**config.mk**
```make
export PLATFORM = sky130hd
export DESIGN_NAME = irq_enable_flag_bank
export DESIGN_NICKNAME = d
export VERILOG_FILES = /design/src/hw/irq_bank_pkg.sv /design/src/hw/flag_cell.sv /design/src/hw/irq_enable_flag_bank.sv /design/src/hw/prio_select.sv
export SDC_FILE = /design/constraint.sdc
export NUM_CORES = 1
export LEC_CHECK = 0
export ABC_CLOCK_PERIOD_IN_PS = 9800
export BUFFER_PORTS_ARGS = -buffer_cell sky130_fd_sc_hd__buf_2
export CAP_MARGIN = 40
export CORE_MARGIN = 4
export CORE_UTILIZATION = 50
export DETAILED_ROUTE_END_ITERATION = 7
export PLACE_DENSITY = 0.84
export SYNTH_ARGS = -nofsm -noshare
export SYNTH_HDL_FRONTEND = slang
export SYNTH_SLANG_ARGS = --single-unit
```
**constraint.sdc**
```tcl
create_clock -name clk -period 9.8 [get_ports clk]
set_input_delay 1.47 -clock clk [delete_from_list [all_inputs] [get_ports clk]]
set_output_delay 1.47 -clock clk [all_outputs]
set_load 0.03 [all_outputs]
```
**src/hw/irq_bank_pkg.sv**
```systemverilog
// constants and register map of the interrupt enable and factor flag bank
// What this block does
// RULE1 - enable bits gate their source, read/write, clear to zero at reset
// RULE2 - main enable: timer1, timer0, key pair, keys4-7, keys0-3, serial err/rx/tx
// RULE3 - time-base enable bits 3..0: clock timer 32, 8, 2, 1 Hz
// RULE4 - factor flag reads one once its cause occurred; zero after reset
// RULE5 - writing one clears a factor flag, writing zero leaves it
// RULE6 - time-base flags: stopwatch 100/10/1 Hz at 6..4, clock timer 3..0, bit7 zero
// RULE7 - main flag register uses the same bit order as main enable
// RULE8 - aux enable: timer3 bit7, timer2 bit6, carrier bit5, bits 3..0 read zero
// RULE9 - aux flags: timer3 bit7, timer2 bit6, carrier bit5, bits 3..0 read zero
// RULE10 - aux enable bit4 switches carrier generation, one after reset
// RULE11 - aux flag bit4 forces remote output, read/write, zero after reset
// RULE12 - a flag still set after handler return requests again
// RULE13 - software clears the flag before lowering the cpu mask
// RULE14 - software waits 2 msec after watchdog interrupt before sleeping
// RULE15 - shared handlers start inside the common area
// RULE16 - two-bit priority per system, 11 level3 .. 00 never, zero after reset
// RULE17 - accept only levels above the cpu mask; watchdog level 4 always
// RULE18 - request while flag and enable both one; cause sets flag regardless
`default_nettype none
package irq_bank_pkg;
  localparam logic [23:0] ADDR_PRIO_A = 24'h00ff20;
  localparam logic [23:0] ADDR_PRIO_B = 24'h00ff21;
  localparam logic [23:0] ADDR_EN_TB = 24'h00ff22;
  localparam logic [23:0] ADDR_EN_MAIN = 24'h00ff23;
  localparam logic [23:0] ADDR_FLAG_TB = 24'h00ff24;
  localparam logic [23:0] ADDR_FLAG_MAIN = 24'h00ff25;
  localparam logic [23:0] ADDR_EN_AUX = 24'h00ff26;
  localparam logic [23:0] ADDR_FLAG_AUX = 24'h00ff27;
  localparam logic [23:0] ADDR_IRQ_STAT = 24'h00ff28;
  localparam logic [23:0] ADDR_IRQ_MASK = 24'h00ff29;
  // implemented bit masks of the time-base, aux and status registers
  localparam logic [7:0] MASK_EN_TB = 8'h0f;
  localparam logic [7:0] MASK_FLAG_TB = 8'h7f;
  localparam logic [7:0] MASK_AUX_IRQ = 8'he0;
  localparam logic [7:0] MASK_STAT = 8'h07;
  // bit positions in the aux registers
  localparam int BIT_CARRIER_GEN = 4;
  localparam int BIT_FORCED_OUT = 4;
  // reset values
  localparam logic [7:0] RST_ZERO = 8'h00;
  localparam logic [7:0] RST_EN_AUX = 8'h10;
  // request lines: main 8, time-base 7, aux 3
  localparam int NUM_SRC = 18;
  // cpu level codes
  localparam logic [2:0] LVL_NMI = 3'h4;
endpackage
`default_nettype wire

```
**src/hw/flag_cell.sv**
```systemverilog
// one sticky factor flag with write-one-to-clear and gated request
`default_nettype none
module flag_cell
  import irq_bank_pkg::*;
(
  input wire logic clk,
  input wire logic rst_b,
  input wire logic cause,
  input wire logic clear,
  input wire logic enable,
  output logic flag_r,
  output logic request
);
  // set wins over a clear in the same cycle so no cause is lost
  always_ff @(posedge clk or negedge rst_b)
    if (!rst_b)
    begin
      flag_r <= 1'b0; // RULE4
    end
    else if (cause)
    begin
      flag_r <= 1'b1; // RULE18
    end
    else if (clear)
    begin
      flag_r <= 1'b0; // RULE5
    end

  // level request holds until software clears the flag or its enable
  assign request = flag_r & enable; // RULE18 RULE12

  a_flag_sets: assert property (@(posedge clk) disable iff (!rst_b)
    cause |=> flag_r) // RULE18
    else $error("flag did not set after cause");
  a_flag_clears: assert property (@(posedge clk) disable iff (!rst_b)
    clear && !cause |=> !flag_r) // RULE5
    else $error("flag did not clear on write one");
  a_flag_holds: assert property (@(posedge clk) disable iff (!rst_b)
    flag_r && !clear |=> flag_r) // RULE12
    else $error("flag dropped without clear");
endmodule // flag_cell
`default_nettype wire

```
**src/hw/irq_enable_flag_bank.sv**
```systemverilog
// interrupt enable, factor flag, priority and carrier control register bank
`default_nettype none
module irq_enable_flag_bank
  import irq_bank_pkg::*;
(
  input wire logic clk,
  input wire logic rst_b,
  input wire logic [23:0] reg_addr,
  input wire logic [7:0] reg_wdata,
  input wire logic reg_wr,
  input wire logic reg_rd,
  output logic [7:0] reg_rdata,
  input wire logic [7:0] main_cause,
  input wire logic [6:0] timebase_cause,
  input wire logic [2:0] aux_cause,
  input wire logic nmi_req,
  input wire logic cpu_mask_bit_hi,
  input wire logic cpu_mask_bit_lo,
  output logic [NUM_SRC-1:0] src_request,
  output logic [2:0] irq_level,
  output logic irq_accept,
  output logic carrier_gen_on,
  output logic carrier_forced_out,
  output logic bank_irq
);
  logic [7:0] en_main_r;
  logic [3:0] en_tb_r;
  logic [2:0] en_aux_r;
  logic gen_on_r;
  logic forced_r;
  logic [7:0] prio_a_r;
  logic [7:0] prio_b_r;
  logic [2:0] stat_r;
  logic [2:0] stat_mask_r;
  logic [NUM_SRC-1:0] cause_all;
  logic [NUM_SRC-1:0] clear_all;
  logic [NUM_SRC-1:0] en_all;
  logic [NUM_SRC-1:0] flag_all;
  logic [7:0] rdata_nxt;
  logic [7:0] sys_req;
  logic wr_flag_main;
  logic wr_flag_tb;
  logic wr_flag_aux;

  assign wr_flag_main = reg_wr && reg_addr == ADDR_FLAG_MAIN;
  assign wr_flag_tb = reg_wr && reg_addr == ADDR_FLAG_TB;
  assign wr_flag_aux = reg_wr && reg_addr == ADDR_FLAG_AUX;

  // enable registers, all zero after reset except carrier generation
  always_ff @(posedge clk or negedge rst_b)
    if (!rst_b)
    begin
      en_main_r <= RST_ZERO; // RULE1
      en_tb_r <= 4'h0;
      en_aux_r <= 3'h0;
      gen_on_r <= RST_EN_AUX[BIT_CARRIER_GEN]; // RULE10
    end
    else if (reg_wr)
    begin
      if (reg_addr == ADDR_EN_MAIN)
      begin
        en_main_r <= reg_wdata; // RULE2
      end
      if (reg_addr == ADDR_EN_TB)
      begin
        en_tb_r <= reg_wdata[3:0]; // RULE3
      end
      if (reg_addr == ADDR_EN_AUX)
      begin
        en_aux_r <= reg_wdata[7:5]; // RULE8
        gen_on_r <= reg_wdata[BIT_CARRIER_GEN]; // RULE10
      end
    end

  // forced output bit is plain storage beside the aux flags
  always_ff @(posedge clk or negedge rst_b)
    if (!rst_b)
    begin
      forced_r <= 1'b0; // RULE11
    end
    else if (wr_flag_aux)
    begin
      forced_r <= reg_wdata[BIT_FORCED_OUT]; // RULE11
    end

  // priority fields, two bits per system
  always_ff @(posedge clk or negedge rst_b)
    if (!rst_b)
    begin
      prio_a_r <= RST_ZERO; // RULE16
      prio_b_r <= RST_ZERO;
    end
    else if (reg_wr)
    begin
      if (reg_addr == ADDR_PRIO_A)
      begin
        prio_a_r <= reg_wdata;
      end
      if (reg_addr == ADDR_PRIO_B)
      begin
        prio_b_r <= reg_wdata;
      end
    end

  // flag vector order: main 7..0, then time-base 6..0, then aux 7..5
  assign cause_all = {main_cause, timebase_cause, aux_cause};
  assign clear_all = {{8{wr_flag_main}} & reg_wdata, // RULE5
    {7{wr_flag_tb}} & reg_wdata[6:0], {3{wr_flag_aux}} & reg_wdata[7:5]};
  assign en_all = {en_main_r, 3'h0, en_tb_r, en_aux_r}; // RULE7

  // stopwatch flags have no enable in this bank, so they never request
  genvar g;
  generate
    for (g = 0; g < NUM_SRC; g++)
    begin : g_flag
      flag_cell u_cell (
        .clk(clk),
        .rst_b(rst_b),
        .cause(cause_all[g]),
        .clear(clear_all[g]),
        .enable(en_all[g]),
        .flag_r(flag_all[g]),
        .request(src_request[g])
      );
    end
  endgenerate

  // collapse per-source requests into the eight priority systems
  assign sys_req[0] = |src_request[6:3]; // clock timer
  assign sys_req[1] = |src_request[9:7]; // stopwatch
  assign sys_req[2] = |src_request[12:10]; // serial
  assign sys_req[3] = |src_request[14:13]; // keys 0-7
  assign sys_req[4] = src_request[15]; // key pair
  assign sys_req[5] = |src_request[17:16]; // timers 0-1
  assign sys_req[6] = |src_request[2:1]; // timers 2-3
  assign sys_req[7] = src_request[0]; // carrier

  prio_select #(.NSYS(8)) u_prio (
    .sys_req(sys_req),
    .sys_prio({prio_b_r[7:6], prio_b_r[5:4], prio_b_r[3:2], prio_b_r[1:0],
      prio_a_r[7:6], prio_a_r[5:4], prio_a_r[3:2], prio_a_r[1:0]}),
    .cpu_mask_bit_hi(cpu_mask_bit_hi),
    .cpu_mask_bit_lo(cpu_mask_bit_lo),
    .nmi_req(nmi_req),
    .irq_level(irq_level),
    .irq_accept(irq_accept)
  );

  // summary status: any main, time-base or aux flag set; sticky, write one clears
  always_ff @(posedge clk or negedge rst_b)
    if (!rst_b)
    begin
      stat_r <= 3'h0;
    end
    else
    begin
      for (int i = 0; i < 3; i++)
      begin
        if (i == 0 ? |flag_all[17:10] : i == 1 ? |flag_all[9:3] : |flag_all[2:0])
        begin
          stat_r[i] <= 1'b1;
        end
        else if (reg_wr && reg_addr == ADDR_IRQ_STAT && reg_wdata[i])
        begin
          stat_r[i] <= 1'b0;
        end
      end
    end

  always_ff @(posedge clk or negedge rst_b)
    if (!rst_b)
    begin
      stat_mask_r <= 3'h0;
    end
    else if (reg_wr && reg_addr == ADDR_IRQ_MASK)
    begin
      stat_mask_r <= reg_wdata[2:0];
    end

  assign bank_irq = |(stat_r & stat_mask_r);
  assign carrier_gen_on = gen_on_r;
  assign carrier_forced_out = forced_r;

  // read mux; unmapped addresses and reserved bits read zero
  always_comb
  begin
    unique case (reg_addr)
      ADDR_PRIO_A: rdata_nxt = prio_a_r;
      ADDR_PRIO_B: rdata_nxt = prio_b_r;
      ADDR_EN_TB: rdata_nxt = {4'h0, en_tb_r}; // RULE3
      ADDR_EN_MAIN: rdata_nxt = en_main_r; // RULE1
      ADDR_FLAG_TB: rdata_nxt = {1'b0, flag_all[9:3]}; // RULE6
      ADDR_FLAG_MAIN: rdata_nxt = flag_all[17:10]; // RULE7 RULE4
      ADDR_EN_AUX: rdata_nxt = {en_aux_r, gen_on_r, 4'h0}; // RULE8
      ADDR_FLAG_AUX: rdata_nxt = {flag_all[2:0], forced_r, 4'h0}; // RULE9
      ADDR_IRQ_STAT: rdata_nxt = {5'h0, stat_r};
      ADDR_IRQ_MASK: rdata_nxt = {5'h0, stat_mask_r};
      default: rdata_nxt = RST_ZERO;
    endcase
  end

  // read data stand only in the cycle after the strobe
  always_ff @(posedge clk or negedge rst_b)
    if (!rst_b)
    begin
      reg_rdata <= RST_ZERO;
    end
    else if (reg_rd)
    begin
      reg_rdata <= rdata_nxt;
    end
    else
    begin
      reg_rdata <= RST_ZERO;
    end

  a_aux_low_zero: assert property (@(posedge clk) disable iff (!rst_b)
    reg_rd && (reg_addr == ADDR_EN_AUX || reg_addr == ADDR_FLAG_AUX)
    |=> reg_rdata[3:0] == 4'h0) // RULE8
    else $error("aux low bits not zero");
  a_tb_bit7_zero: assert property (@(posedge clk) disable iff (!rst_b)
    reg_rd && reg_addr == ADDR_FLAG_TB |=> !reg_rdata[7]) // RULE6
    else $error("time-base flag bit 7 not zero");
  a_main_en_write: assert property (@(posedge clk) disable iff (!rst_b)
    reg_wr && reg_addr == ADDR_EN_MAIN ##1 reg_rd && reg_addr == ADDR_EN_MAIN
    |=> reg_rdata == $past(reg_wdata, 2)) // RULE1 RULE2
    else $error("main enable readback mismatch");
  a_carrier_write: assert property (@(posedge clk) disable iff (!rst_b)
    reg_wr && reg_addr == ADDR_EN_AUX |=> carrier_gen_on == $past(reg_wdata[4])) // RULE10
    else $error("carrier generation bit not updated");
  a_forced_write: assert property (@(posedge clk) disable iff (!rst_b)
    wr_flag_aux |=> carrier_forced_out == $past(reg_wdata[4])) // RULE11
    else $error("forced output bit not updated");
  a_request_gate: assert property (@(posedge clk) disable iff (!rst_b)
    src_request[17] == (flag_all[17] && en_main_r[7])) // RULE18
    else $error("timer 1 request not flag and enable");
  a_nmi_always: assert property (@(posedge clk) disable iff (!rst_b)
    nmi_req |-> irq_accept && irq_level == LVL_NMI) // RULE17
    else $error("watchdog not accepted");
  a_mask_block: assert property (@(posedge clk) disable iff (!rst_b)
    !nmi_req && cpu_mask_bit_hi && cpu_mask_bit_lo |-> !irq_accept) // RULE17
    else $error("request accepted through full mask");

  c_flag_clear: cover property (@(posedge clk) wr_flag_main && |flag_all[17:10]);
  c_accept: cover property (@(posedge clk) irq_accept && !nmi_req);
  c_bank_irq: cover property (@(posedge clk) bank_irq);
endmodule // irq_enable_flag_bank
`default_nettype wire

```
**src/hw/prio_select.sv**
```systemverilog
// picks the highest requested priority level from per-system requests and tests it against the cpu mask
`default_nettype none
module prio_select
  import irq_bank_pkg::*;
#(
  parameter int NSYS = 8
)
(
  input wire logic [NSYS-1:0] sys_req,
  input wire logic [2*NSYS-1:0] sys_prio,
  input wire logic cpu_mask_bit_hi,
  input wire logic cpu_mask_bit_lo,
  input wire logic nmi_req,
  output logic [2:0] irq_level,
  output logic irq_accept
);
  logic [1:0] best;
  always_comb
  begin
    best = 2'h0;
    for (int i = 0; i < NSYS; i++)
    begin
      // level 00 is never raised
      if (sys_req[i] && sys_prio[2*i +: 2] > best)
      begin
        best = sys_prio[2*i +: 2]; // RULE16
      end
    end
  end

  // watchdog always wins; others must exceed the cpu mask level
  always_comb
  begin
    if (nmi_req)
    begin
      irq_level = LVL_NMI; // RULE17
      irq_accept = 1'b1;
    end
    else
    begin
      irq_level = {1'b0, best};
      irq_accept = best > {cpu_mask_bit_hi, cpu_mask_bit_lo}; // RULE17 RULE13
    end
  end
endmodule // prio_select
`default_nettype wire

```
# Yosys cells after proc, flatten, opt, wreduce, memory -nomap -nowiden
# Cells that the tools add are included.
# totals
reg_bits,65
output_inout_bits,33
wordCells,170
# op_classes
n_lt_le_gt_ge,8
n_eq_ne,10
muxes,53
n_bitwise,19
reduce_logical,50
# ops
op,count
$eq 24x16->1 const B,10
$pmux 8 s10,1
$mux 1,43
$reduce_bool 2->1,21
$and 1x1->1,15
$logic_and 1x1->1,15
$gt 2x2->1,7
$mux 2,7
$reduce_and 2->1,5
$reduce_or 3->1,3
$and 8x8->8,1
$mux 8,1
$reduce_or 8->1,1
$and 7x7->7,1
$reduce_or 7->1,1
$and 3x3->3,2
$reduce_or 2->1,3
$reduce_or 4->1,1
$mux 3,1
$gt 2x1->1 const B,1

# Longest topological paths before layout
# Gate-level depths: netlist (run 1).
# logic_depth
word_depth,24
depth_mapped,41

# Modules after synthesis
# From an unflattened synthesis (run 1), not the netlist that was laid out.
# unflattened
hier_cells,409
hier_area_um2,4296.6
# modules_own_cells
mod,n_inst,cells_each,area_per_inst_um2,seq_area_each_um2
irq_enable_flag_bank,1,249,2824.0,1177.4
flag_cell,18,4,42.5,25.0
prio_select,1,88,706.9,0.0

# Worst setup path before layout (run 1)
# OpenSTA, ideal clock, no wires.
# synth_path
kind,reg-to-output
startpoint,register en_tb_r[3]
endpoint,output port irq_accept
arrival_ns,7.692
setup_slack_ns,0.638
path_stages_with_launch,35
path_buffers,0
path_cell_list,dfrtp_1 a22o_1 o21ai_1 ha_1 a221oi_2 mux2_2 ha_1 nor3b_1 o211ai_1 and4_1 or2_2 ha_1 nor2_1 inv_1 maj3_1 nor2_1 a21oi_1 ha_1 nor2_1 o211a_1 o21a_1 o31a_1 ha_1 a21oi_1 o21ai_0 mux2_2 inv_1 ha_1 nor2b_1 o21ai_0 mux2_2 ha_1 a21oi_1 a21oi_1 or2_2
# synth_via
elab_chain_cells,24
# synth_lines
element,line,source
from (decl),irq_enable_flag_bank.sv:27,logic [3:0] en_tb_r;
from (signal assigned),irq_enable_flag_bank.sv:66,en_tb_r <= reg_wdata[3:0];
$and 1x1->1 (*),flag_cell.sv:30,assign request = flag_r & enable;
$reduce_or 4->1 (*),irq_enable_flag_bank.sv:129,assign sys_req[0] = |src_request[6:3];
$logic_and 1x1->1 (*),prio_select.sv:24,if (sys_req[i] && sys_prio[2*i +: 2] > best)
$mux 2 (*),prio_select.sv:24,
$gt 2x2->1,prio_select.sv:24,
$logic_and 1x1->1,prio_select.sv:24,
$mux 2 (*),prio_select.sv:24,
$gt 2x2->1,prio_select.sv:24,
(+8 left out),n/a,
$gt 2x2->1,prio_select.sv:24,
$logic_and 1x1->1,prio_select.sv:24,
$mux 2 (*),prio_select.sv:24,
$gt 2x2->1,prio_select.sv:24,
$logic_and 1x1->1,prio_select.sv:24,
$mux 2 (*),prio_select.sv:24,
$gt 2x2->1 (*),prio_select.sv:42,"irq_accept = best > {cpu_mask_bit_hi, cpu_mask_bit_lo};"
$mux 1 (*),prio_select.sv:34,if (nmi_req)
to (decl),irq_enable_flag_bank.sv:21,"output logic irq_accept,"
# Mark *: on every way between the ends. The rest lies on a longest branch, timed or not.

# Final worst setup path (run 1)
# layout_path
startpoint,register en_tb_r[1]
endpoint,output port irq_accept
# Same word-level chain as after synthesis.

==> results of run 1 <==
==> cell families after synthesis <==
group	after synthesis
buf+inv	49
other cells	1
mux	38
flops	65
fa+ha+maj	12
compound gates	92
simple gates	112
==> critical path, delay by kind of cell (launching register included) <==
family	cells	cell delay (ns)
buffers and inverters	4	0.37
and+or+nand+nor	11	1.85
DFF	1	0.40
AOI/OAI and AO/OA	14	2.37
adders and majority gates	8	1.99
muxes	2	0.63
==> routing by layer <==
layer  global-route usage  wire [microns]  up-vias
li1                     -               -     1500
met1                0.292            4110     1593
met2                0.377            4960      196
met3               0.0552             950       38
met4                0.115             383        0
met5                    0               0        -
==> layout make-up <==
cell class,count,area [sq um],area share
Timing Repair Buffer,99,531,0.114
Clock buffer,11,141,0.0305
Inverter,22,82.6,0.0178
Clock inverter,5,78.8,0.0170
Sequential cell,65,1630,0.351
Tap cell,99,124,0.0267
Multi-Input combinational cell,257,2050,0.443
==> registers in the layout (all words and copies together) (netlist names) <==
| signal | cells |
|---|---|
| stat_mask_r | 3 |
| reg_rdata | 8 |
| en_aux_r | 3 |
| en_tb_r | 4 |
| prio_a_r | 8 |
| en_main_r | 8 |
| carrier_gen_on | 1 |
| g_flag.u_cell.flag_r | 18 |
| carrier_forced_out | 1 |
| stat_r | 3 |
| prio_b_r | 8 |
==> worst paths after layout <==
check | endpoint | start | slack, ns
min in group asynchronous | g_flag[0].u_cell.flag_r | rst_b | 1.27
max | irq_accept | en_tb_r[1] | 0.37
max in group asynchronous | en_tb_r[3] | rst_b | 8.00
min | prio_a_r[2] | prio_a_r[2] | 0.51
max reg2reg | reg_rdata[4] | carrier_forced_out | 8.52
min reg2reg | prio_a_r[2] | prio_a_r[2] | 0.51
==> repair_timing <==
action                                  in CTS  in global routing
pin swaps                                    1                  9
gates resized for setup                      7                 18
buffers inserted                             1                  9
endpoints found under the setup margin       1                  1
cloned                                       0                  0
==> per-stage QoR <==
step / area [sq um] / power, W / util / setup TNS [ns] / std cells
final: 4640 / 0.000554 / 0.633 / 0 / 558
after global routing: 4640 / 0.000572 / 0.633 / -0.0285 / 558
after CTS: 4480 / 0.000555 / 0.611 / 0 / 549
after detailed placement: 4220 / 0.000306 / 0.575 / -0.0766 / 532
after global placement: 4220 / 0.000306 / 0.575 / 0 / 532
after floorplan: 3820 / 0.000286 / - / 0 / 371
==> where the power goes <==
group           switching [W]  total (W)  internal [W]
clock network        0.000102   0.000252      0.000150
logic               0.0000207  0.0000336     0.0000128
registers      0.000000000325   0.000268      0.000268
total                0.000123   0.000554      0.000431
==> cell usage after synthesis (all sizes together) (11+ instances only) <==
| master | number |
|---|---|
| a21o | 18 |
| a21oi | 16 |
| a222oi | 12 |
| and2 | 18 |
| buf | 23 |
| dfrtp | 64 |
| ha | 11 |
| inv | 22 |
| mux2 | 33 |
| nand2 | 43 |
| nor2 | 14 |
| o21ai | 18 |
==> results.md, run 1 <==
* Min-delay worst type: flop to flop
* Vias post-DR at between 3000 and 4000
* # clock sinks at 65
* Max Fanout on Critical Path at 4
* Seq/Total Area, Yosys at 0.427
* Port Buf Inserts at 86
* Top cell by count, worst path: ha_1
* Yosys warns at 0
* Most frequent cells in the layout: buf_2, dfrtp_1, nand2_1, inv_1
* Cell taking the most area after synthesis: dfrtp_1
* XOR/XNOR Fraction of Synth Area at 0
* Worst R2R Path Depth at 3
* GPL Wtd Cong at 0.968
* Initial Utilization at 0.521
* Die area at roughly 9000 sq um
* Peak supply drop at between 0.07 and 0.08 mV
* Setup CP Type: flop to output pin
* WHS at around 0.51 ns
* Antenna violations before repair at 0
* Rows at 31
* Inserted Diodes at 0
* Post-synth EDFFs at 0
* Synth top area share at 0.420
* CP Launch Type: flop
* Power density cells at roughly 120 nW/um^2
* First-pass GRT wire length at around 16000 microns
* Slew Viols, Final at 0
* Routed Antenna Nets at 0
* Status: completed
* NumNets Final at approximately 520
* Final Skew at 0.00780 ns
* Post-DP HPWL at approximately 7700 microns
* First drt pass iteration count at 8
* Fraction of layout cells with a size suffix above 1 at 0.386
* CP Capture Type: output pin
* Horiz. Die Dim at roughly 95 microns
* Pre-CTS setup slack at -0.0766 ns
* Max Fclk at between 100 and 150 MHz
* Post-Syn Area at 3820 sq um
* Lkg Pwr at ~2.1 nW
* H-tree levels at 3
* Wire per inst at 18.6 microns
* CTS Buf Count at 9
* Flops & latches, synth at 65
* Fin crit period at about 9.4 ns
* Area delta synth->final at 21.5%
* Critical Path Slowest Stage Cell: dfrtp_1
* Tcrit/Tclk final at 0.963
* Adder-cell area share of the yosys netlist at 0.0387
* Largest net degree at the start of global routing at 66
* WP data arrival at between 7 and 8 ns
* Worst setup margin at around 0.37 ns
* Core area at ~7300 sq um
* Hold Violations, Final at 0
* I/O Pins at 90
* Worst path max stage delay at roughly 0.40 ns
* Post-Synth Simple-Gate Area at 0.174
* Grt ovf at 0
* Compound-gate portion of the synthesized area at 0.172
* Synth async-reset ratio at 1.00
* Vias per cell at a little under 6
* WP data required at between 8 and 9 ns
* Max Cap Viol at 0
* DRT iter0 DRCs at a little under 500
* Top FF cell, synth: dfrtp_1
* Worst-Margin Slew at 0.791 ns
* DR DRC count at 0
* Slew Limit Headroom at 0.473
* Endpoints failing setup at 0
* Commonest non-fill, non-tap cell in the layout: buf_2
* WL final at 10400 microns
* Post-synthesis mux area share at 0.118
* Worst Hold Depth at 2
* Mean post-synth cell area at 10.3 sq um
* CTS tree: yes
* Vias in the first global route at approximately 3100
* Post-Syn Instances at around 370
* Clock tree root buffer cell: clkbuf_8
* Die height at around 95 microns
* Clock Path Buffers at 2
* Overall Global Routing Usage at 0.233
* Clock-pin slew on the worst setup and hold paths at approximately 0.070 ns
* Unique masters post-synth at slightly below 60
* Top cells by area, synth: dfrtp_1, mux2_2, nand2_1
* Main combinational cell family by area after synthesis: simple AND/OR/NAND/NOR gates
* Hold Buf Count CTS at 0
* # fillers at approximately 540
* Insertion delay to the later sink of the worst-skew pair at ~0.35 ns
(Power assumes the default switching activity.)
==> inputs of run 2 (changes only) <==
--- a/config.mk
+++ b/config.mk
@@ -11,6 +11,7 @@
 export CORE_MARGIN = 4
 export CORE_UTILIZATION = 50
 export DETAILED_ROUTE_END_ITERATION = 7
+export MAX_ROUTING_LAYER = met4
 export PLACE_DENSITY = 0.84
 export SYNTH_ARGS = -nofsm -noshare
 export SYNTH_HDL_FRONTEND = slang
==> results.md, run 2 (synthesized netlist as in run 1, its figures left out) <==
* Status: completed (unchanged)
* Clock power frac at 0.454 (was 0.455)
* Worst-Margin Slew at 0.815 ns (was 0.791 ns)
* Setup TNS at 0 ns (unchanged)
* Rows at 31 (unchanged)
* CP Launch Type: flop (unchanged)
* First-pass GRT wire length at 16700 microns (was 15800 microns)
* Grt ovf at 0 (unchanged)
* WP data required at 8.33 ns (about the same)
* WP data arrival at 8.15 ns (was 7.96 ns)
* Pint at 0.000424 W (was 0.000431 W)
* Vias per cell at 5.99 (was 5.96)
* Hold Violations, Final at 0 (unchanged)
* Fraction of layout cells with a size suffix above 1 at 0.409 (was 0.386)
* Switch Pwr at 0.000129 W (was 0.000123 W)
* Clock Path Buffers at 2 (unchanged)
* CTS Buf Count at 9 (unchanged)
* Clock-pin slew on the worst setup and hold paths at 0.07 ns (about the same)
* Fin crit period at 9.62 ns (was 9.43 ns)
* Worst R2R Path Depth at 3 (unchanged)
* Final Skew at 0.0100 ns (was 0.00780 ns)
* Horiz. Die Dim at 95.4 microns (unchanged)
* Die area at 9090 sq um (unchanged)
* Max Fanout on Critical Path at 5 (was 4)
* Slew Limit Headroom at 0.457 (was 0.473)
* RR Startpoint: g_flag[2].u_cell.flag_r (was carrier_forced_out)
* DR DRC count at 0 (unchanged)
* Vias in the first global route at 3247 (was 3149)
* CTS tree: yes (unchanged)
* Hold path endpoint: prio_a_r[2] (unchanged)
* Min-delay worst type: flop to flop (unchanged)
* WL final at 11100 microns (was 10400 microns)
* Sequential power share at 0.485 (was 0.484)
* Wire per inst at 19.7 microns (was 18.6 microns)
* Worst setup margin at 0.180 ns (was 0.366 ns)
* Vias post-DR at 3361 (was 3327)
* # fillers at 547 (was 542)
* Critical Path Slowest Stage Cell: dfrtp_1 (unchanged)
* NumNets Final at 525 (was 522)
* Worst Hold Depth at 2 (unchanged)
* Overall Global Routing Usage at 0.249 (was 0.233)
* FF+latch area at 1630 sq um (unchanged)
* Slew Viols, Final at 0 (unchanged)
* CP delay by family, top: compound AO/OA/AOI/OAI gates (unchanged)
* Min-delay src: prio_a_r[2] (unchanged)
* Logic pwr share at 0.061 (about the same)
* Routed Antenna Nets at 0 (unchanged)
* Final Instance Area at 4740 sq um (was 4640 sq um)
* DRT iter0 DRCs at 508 (was 483)
* Endpoints failing setup at 0 (unchanged)
* Die height at 95.4 microns (unchanged)
* Tcrit/Tclk final at 0.982 (was 0.963)
* Power density cells at 117 nW/um^2 (was 119 nW/um^2)
* Inserted Diodes at 0 (unchanged)
* Insertion delay to the later sink of the worst-skew pair at 0.36 ns (was 0.35 ns)
* Setup CP Type: flop to output pin (unchanged)
* Peak supply drop at 0.125 mV (was 0.0764 mV)
* Sw Ratio at 0.233 (was 0.222)
* Biggest register: g_flag.u_cell.flag_r (unchanged)
* CP Capture Type: output pin (unchanged)
* Pre-CTS setup slack at -0.217 ns (was -0.0766 ns)
* Antenna violations before repair at 0 (unchanged)
* Placed cell area at 4220 sq um (unchanged)
* Clock tree root buffer cell: clkbuf_8 (unchanged)
* Max Cap Viol at 0 (unchanged)
* Initial Utilization at 0.521 (unchanged)
* Largest net degree at the start of global routing at 66 (unchanged)
* H-tree levels at 3 (unchanged)
* Post-DP HPWL at 7600 microns (was 7660 microns)
* Area delta synth->final at 24.3% (was 21.5%)
* Lkg Pwr at 2.15 nW (was 2.13 nW)
* GPL Wtd Cong at 0.985 (was 0.968)
* CP bufs+invs at 3 (was 4)
* I/O Pins at 90 (unchanged)
* Area of the multi-input gates at 2130 sq um (was 2050 sq um)
* Max Fclk at 104 MHz (was 106 MHz)
* Core area at 7330 sq um (unchanged)
* Top cell by count, worst path: ha_1 (unchanged)
* Worst path max stage delay at 0.42 ns (was 0.40 ns)
* Worst reg2reg setup slack at 8.50 ns (was 8.52 ns)
* R2r endpoint: reg_rdata[7] (was reg_rdata[4])
* First drt pass iteration count at 7 (was 8)
* Most frequent cells in the layout: buf_2, dfrtp_1, nand2_1, inv_1, a21o_1 (was buf_2, dfrtp_1, nand2_1, inv_1)
* Commonest non-fill, non-tap cell in the layout: buf_2 (unchanged)
* # clock sinks at 65 (unchanged)
* Max reg flops at 18 (unchanged)
* Port Buf Inserts at 86 (unchanged)
## run 2: cell count changes in the layout (fill, tap and decap cells not counted), moves of 2 or more
cell	delta
clkinvlp_4	+2
buf_6	+2
ha_2	+2
ha_1	-3
## run 2: worst max-delay path by stage
| stage | startpoint | end | slack [ns] | depth (start not counted) |
|---|---|---|---|---|
| 2_1_floorplan | en_tb_r[3] | irq_accept | 0.64 | 34 |
| 3_3_place_gp | en_tb_r[1] | irq_accept | 0.32 | 36 |
| 3_5_place_dp | g_flag[6].u_cell.flag_r | irq_accept | -0.22 | 38 |
| 4_1_cts | g_flag[6].u_cell.flag_r | irq_accept | 0.002 | 38 |
| 5_1_grt | g_flag[4].u_cell.flag_r | irq_accept | -0.11 | 41 |
| 6_report | g_flag[4].u_cell.flag_r | irq_accept | 0.18 | 36 |
## run 2: area by class of cell
type | instances | share of cell area
multi-input combinational | 257 | 0.449
sequential | 65 | 0.343
clock buffer | 9 | 0.0261
tap | 99 | 0.0261
timing repair buffer | 102 | 0.118
inverter | 22 | 0.0179
clock inverter | 7 | 0.0198
## run 2: what timing repair did
action	in CTS	in global routing
gates resized for setup	12	32
hold buffers	0	0
pin swaps	6	20
buffers inserted	4	9
endpoints found under the setup margin	3	1
## run 2: per-stage QoR
stage,power (W),cells,hold WS [ns],utilization
after floorplan,0.000286,371,0.449,-
after global placement,0.000306,532,0.470,0.575
after detailed placement,0.000306,532,0.478,0.575
after CTS,0.000553,552,0.494,0.618
after global routing,0.000571,561,0.520,0.647
final,0.000553,561,0.499,0.647
## run 2: worst min-delay path: cells and delay by family, from the launching register on
family	cells	cell delay, ns
AOI/OAI and AO/OA	1	0.07
DFF	1	0.35
and+or+nand+nor	1	0.05
## run 2: layer usage
| metal | up-vias | GRT usage | part of all wire |
|---|---|---|---|
| met1 | 1589 | 0.307 | 0.39 |
| li1 | 1504 | - | - |
| met5 | - | - | 0 |
| met2 | 212 | 0.398 | 0.49 |
| met4 | 0 | 0.107 | 0.038 |
| met3 | 56 | 0.0513 | 0.086 |
## run 2: power groups by stage
stage	Combinational, W	Sequential (W)	Clock [W]
6_report	0.0000340	0.000268	0.000251
5_1_grt	0.0000375	0.000268	0.000265
4_1_cts	0.0000331	0.000268	0.000252
3_5_place_dp	0.0000330	0.000273	0
3_3_place_gp	0.0000323	0.000273	0
2_1_floorplan	0.0000130	0.000273	0
==> inputs of run 3 (changes only) <==
--- a/config.mk
+++ b/config.mk
@@ -9,10 +9,10 @@
 export BUFFER_PORTS_ARGS = -buffer_cell sky130_fd_sc_hd__buf_2
 export CAP_MARGIN = 40
 export CORE_MARGIN = 4
-export CORE_UTILIZATION = 50
+export CORE_UTILIZATION = 54
 export DETAILED_ROUTE_END_ITERATION = 7
 export MAX_ROUTING_LAYER = met4
-export PLACE_DENSITY = 0.84
+export PLACE_DENSITY = 0.89
 export SYNTH_ARGS = -nofsm -noshare
 export SYNTH_HDL_FRONTEND = slang
 export SYNTH_SLANG_ARGS = --single-unit
==> results.md, run 3 (synthesized netlist as in run 1, its figures left out) <==
* Peak supply drop at 0.111 mV (was 0.125 mV)
* I/O Pins at 90 (unchanged)
* Max reg flops at 18 (unchanged)
* CP bufs+invs at 5 (was 3)
* Clock Path Buffers at 2 (unchanged)
* Inserted Diodes at 0 (unchanged)
* Tot Pwr at 0.000502 W (was 0.000553 W)
* Setup CP Type: flop to output pin (unchanged)
* Max Fclk at 105 MHz (was 104 MHz)
* Hold Violations, Final at 0 (unchanged)
* Die area at 8480 sq um (was 9090 sq um)
* Commonest non-fill, non-tap cell in the layout: buf_2 (unchanged)
* Rows at 30 (was 31)
* CP Capture Type: output pin (unchanged)
* Overall Global Routing Usage at 0.271 (was 0.249)
* DRT iter0 DRCs at 624 (was 508)
* Largest net degree at the start of global routing at 66 (unchanged)
* Initial Utilization at 0.559 (was 0.521)
* Slew Viols, Final at 0 (unchanged)
* CTS tree: yes (unchanged)
* Slew Limit Headroom at 0.451 (was 0.457)
* H-tree levels at 3 (unchanged)
* Die height at 92.1 microns (was 95.4 microns)
* WP data required at 8.33 ns (about the same)
* Tcrit/Tclk final at 0.973 (was 0.982)
* Hold Buf Count CTS at 0 (unchanged)
* WHS at 0.520 ns (was 0.499 ns)
* Fin crit period at 9.54 ns (was 9.62 ns)
* CTS Buf Count at 9 (unchanged)
* Worst path max stage delay at 0.41 ns (was 0.42 ns)
* Status: completed (unchanged)
* First-pass GRT wire length at 17300 microns (was 16700 microns)
* Max Fanout on Critical Path at 4 (was 5)
* Power density cells at 107 nW/um^2 (was 117 nW/um^2)
* Endpoints failing setup at 0 (unchanged)
* Clock tree root buffer cell: clkbuf_8 (unchanged)
* Horiz. Die Dim at 92.1 microns (was 95.4 microns)
* Worst-Margin Slew at 0.823 ns (was 0.815 ns)
* # clock sinks at 65 (unchanged)
* Pre-CTS setup slack at -0.196 ns (was -0.217 ns)
* Most frequent cells in the layout: buf_2, dfrtp_1, nand2_1, inv_1, a21o_1 (unchanged)
* Clock-pin slew on the worst setup and hold paths at 0.07 ns (about the same)
* Fin util at 0.686 (was 0.647)
* WL final at 11500 microns (was 11100 microns)
* Max Cap Viol at 0 (unchanged)
* Fraction of layout cells with a size suffix above 1 at 0.409 (about the same)
* Routed Antenna Nets at 0 (unchanged)
* Post-DP HPWL at 7900 microns (was 7600 microns)
* Area delta synth->final at 22.8% (was 24.3%)
* Vias post-DR at 3506 (was 3361)
* Wire per inst at 20.6 microns (was 19.7 microns)
* Grt ovf at 0 (unchanged)
* Vias per cell at 6.31 (was 5.99)
* Final Skew at 0.00983 ns (was 0.0100 ns)
* NumNets Final at 523 (was 525)
* WP data arrival at 8.07 ns (was 8.15 ns)
* Final Instance Area at 4690 sq um (was 4740 sq um)
* Critical Path Slowest Stage Cell: dfrtp_1 (unchanged)
* Vias in the first global route at 3535 (was 3247)
* Core area at 6830 sq um (was 7330 sq um)
* Top cell by count, worst path: ha_4 (was ha_1)
* Biggest register: g_flag.u_cell.flag_r (unchanged)
* GPL Wtd Cong at 1.02 (was 0.985)
* CP Launch Type: flop (unchanged)
* Worst setup margin at 0.263 ns (was 0.180 ns)
* Port Buf Inserts at 86 (unchanged)
* Min-delay worst type: flop to flop (unchanged)
* Placed cell area at 4210 sq um (was 4220 sq um)
* First drt pass iteration count at 7 (unchanged)
* Lkg Pwr at 2.12 nW (was 2.15 nW)
* Antenna violations before repair at 0 (unchanged)
* Insertion delay to the later sink of the worst-skew pair at 0.35 ns (was 0.36 ns)
* CP delay by family, top: compound AO/OA/AOI/OAI gates (unchanged)
* DR DRC count at 0 (unchanged)
==> run 3: changes by cell type in the layout (fill, tap and decap cells not counted), moves of 2 or more <==
| cell | previous run | this run |
|---|---|---|
| clkinvlp_4 | 2 | 0 |
| ha_1 | 4 | 2 |
| bufinv_16 | 2 | 0 |
| clkinv_4 | 0 | 2 |
| ha_4 | 5 | 7 |
| clkinv_2 | 2 | 4 |
==> run 3: final timing paths <==
path                                              start                        to  slack, ns  cells past startpoint
worst min-delay path                        prio_a_r[2]               prio_a_r[2]       0.52                      2
worst max-delay path            g_flag[4].u_cell.flag_r                irq_accept       0.26                     40
min in group asynchronous                         rst_b               en_aux_r[0]       1.29                      2
worst min register to register              prio_a_r[2]               prio_a_r[2]       0.52                      2
worst max register to register  g_flag[2].u_cell.flag_r              reg_rdata[7]       8.44                      3
max in group asynchronous                         rst_b  g_flag[13].u_cell.flag_r       7.95                      2
==> run 3: power by group <==
| group | leakage (nW) | internal [W] | switching, W |
|---|---|---|---|
| registers | 0.785 | 0.000268 | 0.000000000353 |
| logic | 1.25 | 0.0000130 | 0.0000214 |
| clock network | 0.0931 | 0.0000915 | 0.000108 |
==> run 3: layout make-up <==
type	count	area, sq um
clock buffers	9	124
clock inverters	7	46.3
well taps	96	120
repair buffers	100	542
inverters	22	82.6
multi-input cells	257	2140
flip-flops and latches	65	1630
fillers	513	2140
==> run 3: through the flow <==
step,instances,setup TNS [ns]
floorplan,371,0
global placement,528,0
detailed placement,528,-0.196
CTS,545,0
global route,556,-0.0623
finish,556,0
==> run 3: what timing repair did <==
item                                    4_1_cts  5_1_grt
resized for setup                             8       33
endpoints found under the setup margin        3        2
pin swaps                                     1       19
buffers inserted                              1       11
==> run 3: worst reg2reg max path, stage by stage, from the launching register on <==
cell	delay (ns)
dfrtp_1	0.43
mux2_2	0.29
a222oi_1	0.37
a21oi_1	0.13
==> run 3: per-layer routing <==
| layer | part of all wire | global-route usage | routed length, microns |
|---|---|---|---|
| met4 | 0.054 | 0.156 | 617 |
| met2 | 0.50 | 0.439 | 5690 |
| met5 | 0 | - | 0 |
| met1 | 0.34 | 0.308 | 3930 |
| met3 | 0.11 | 0.0615 | 1240 |
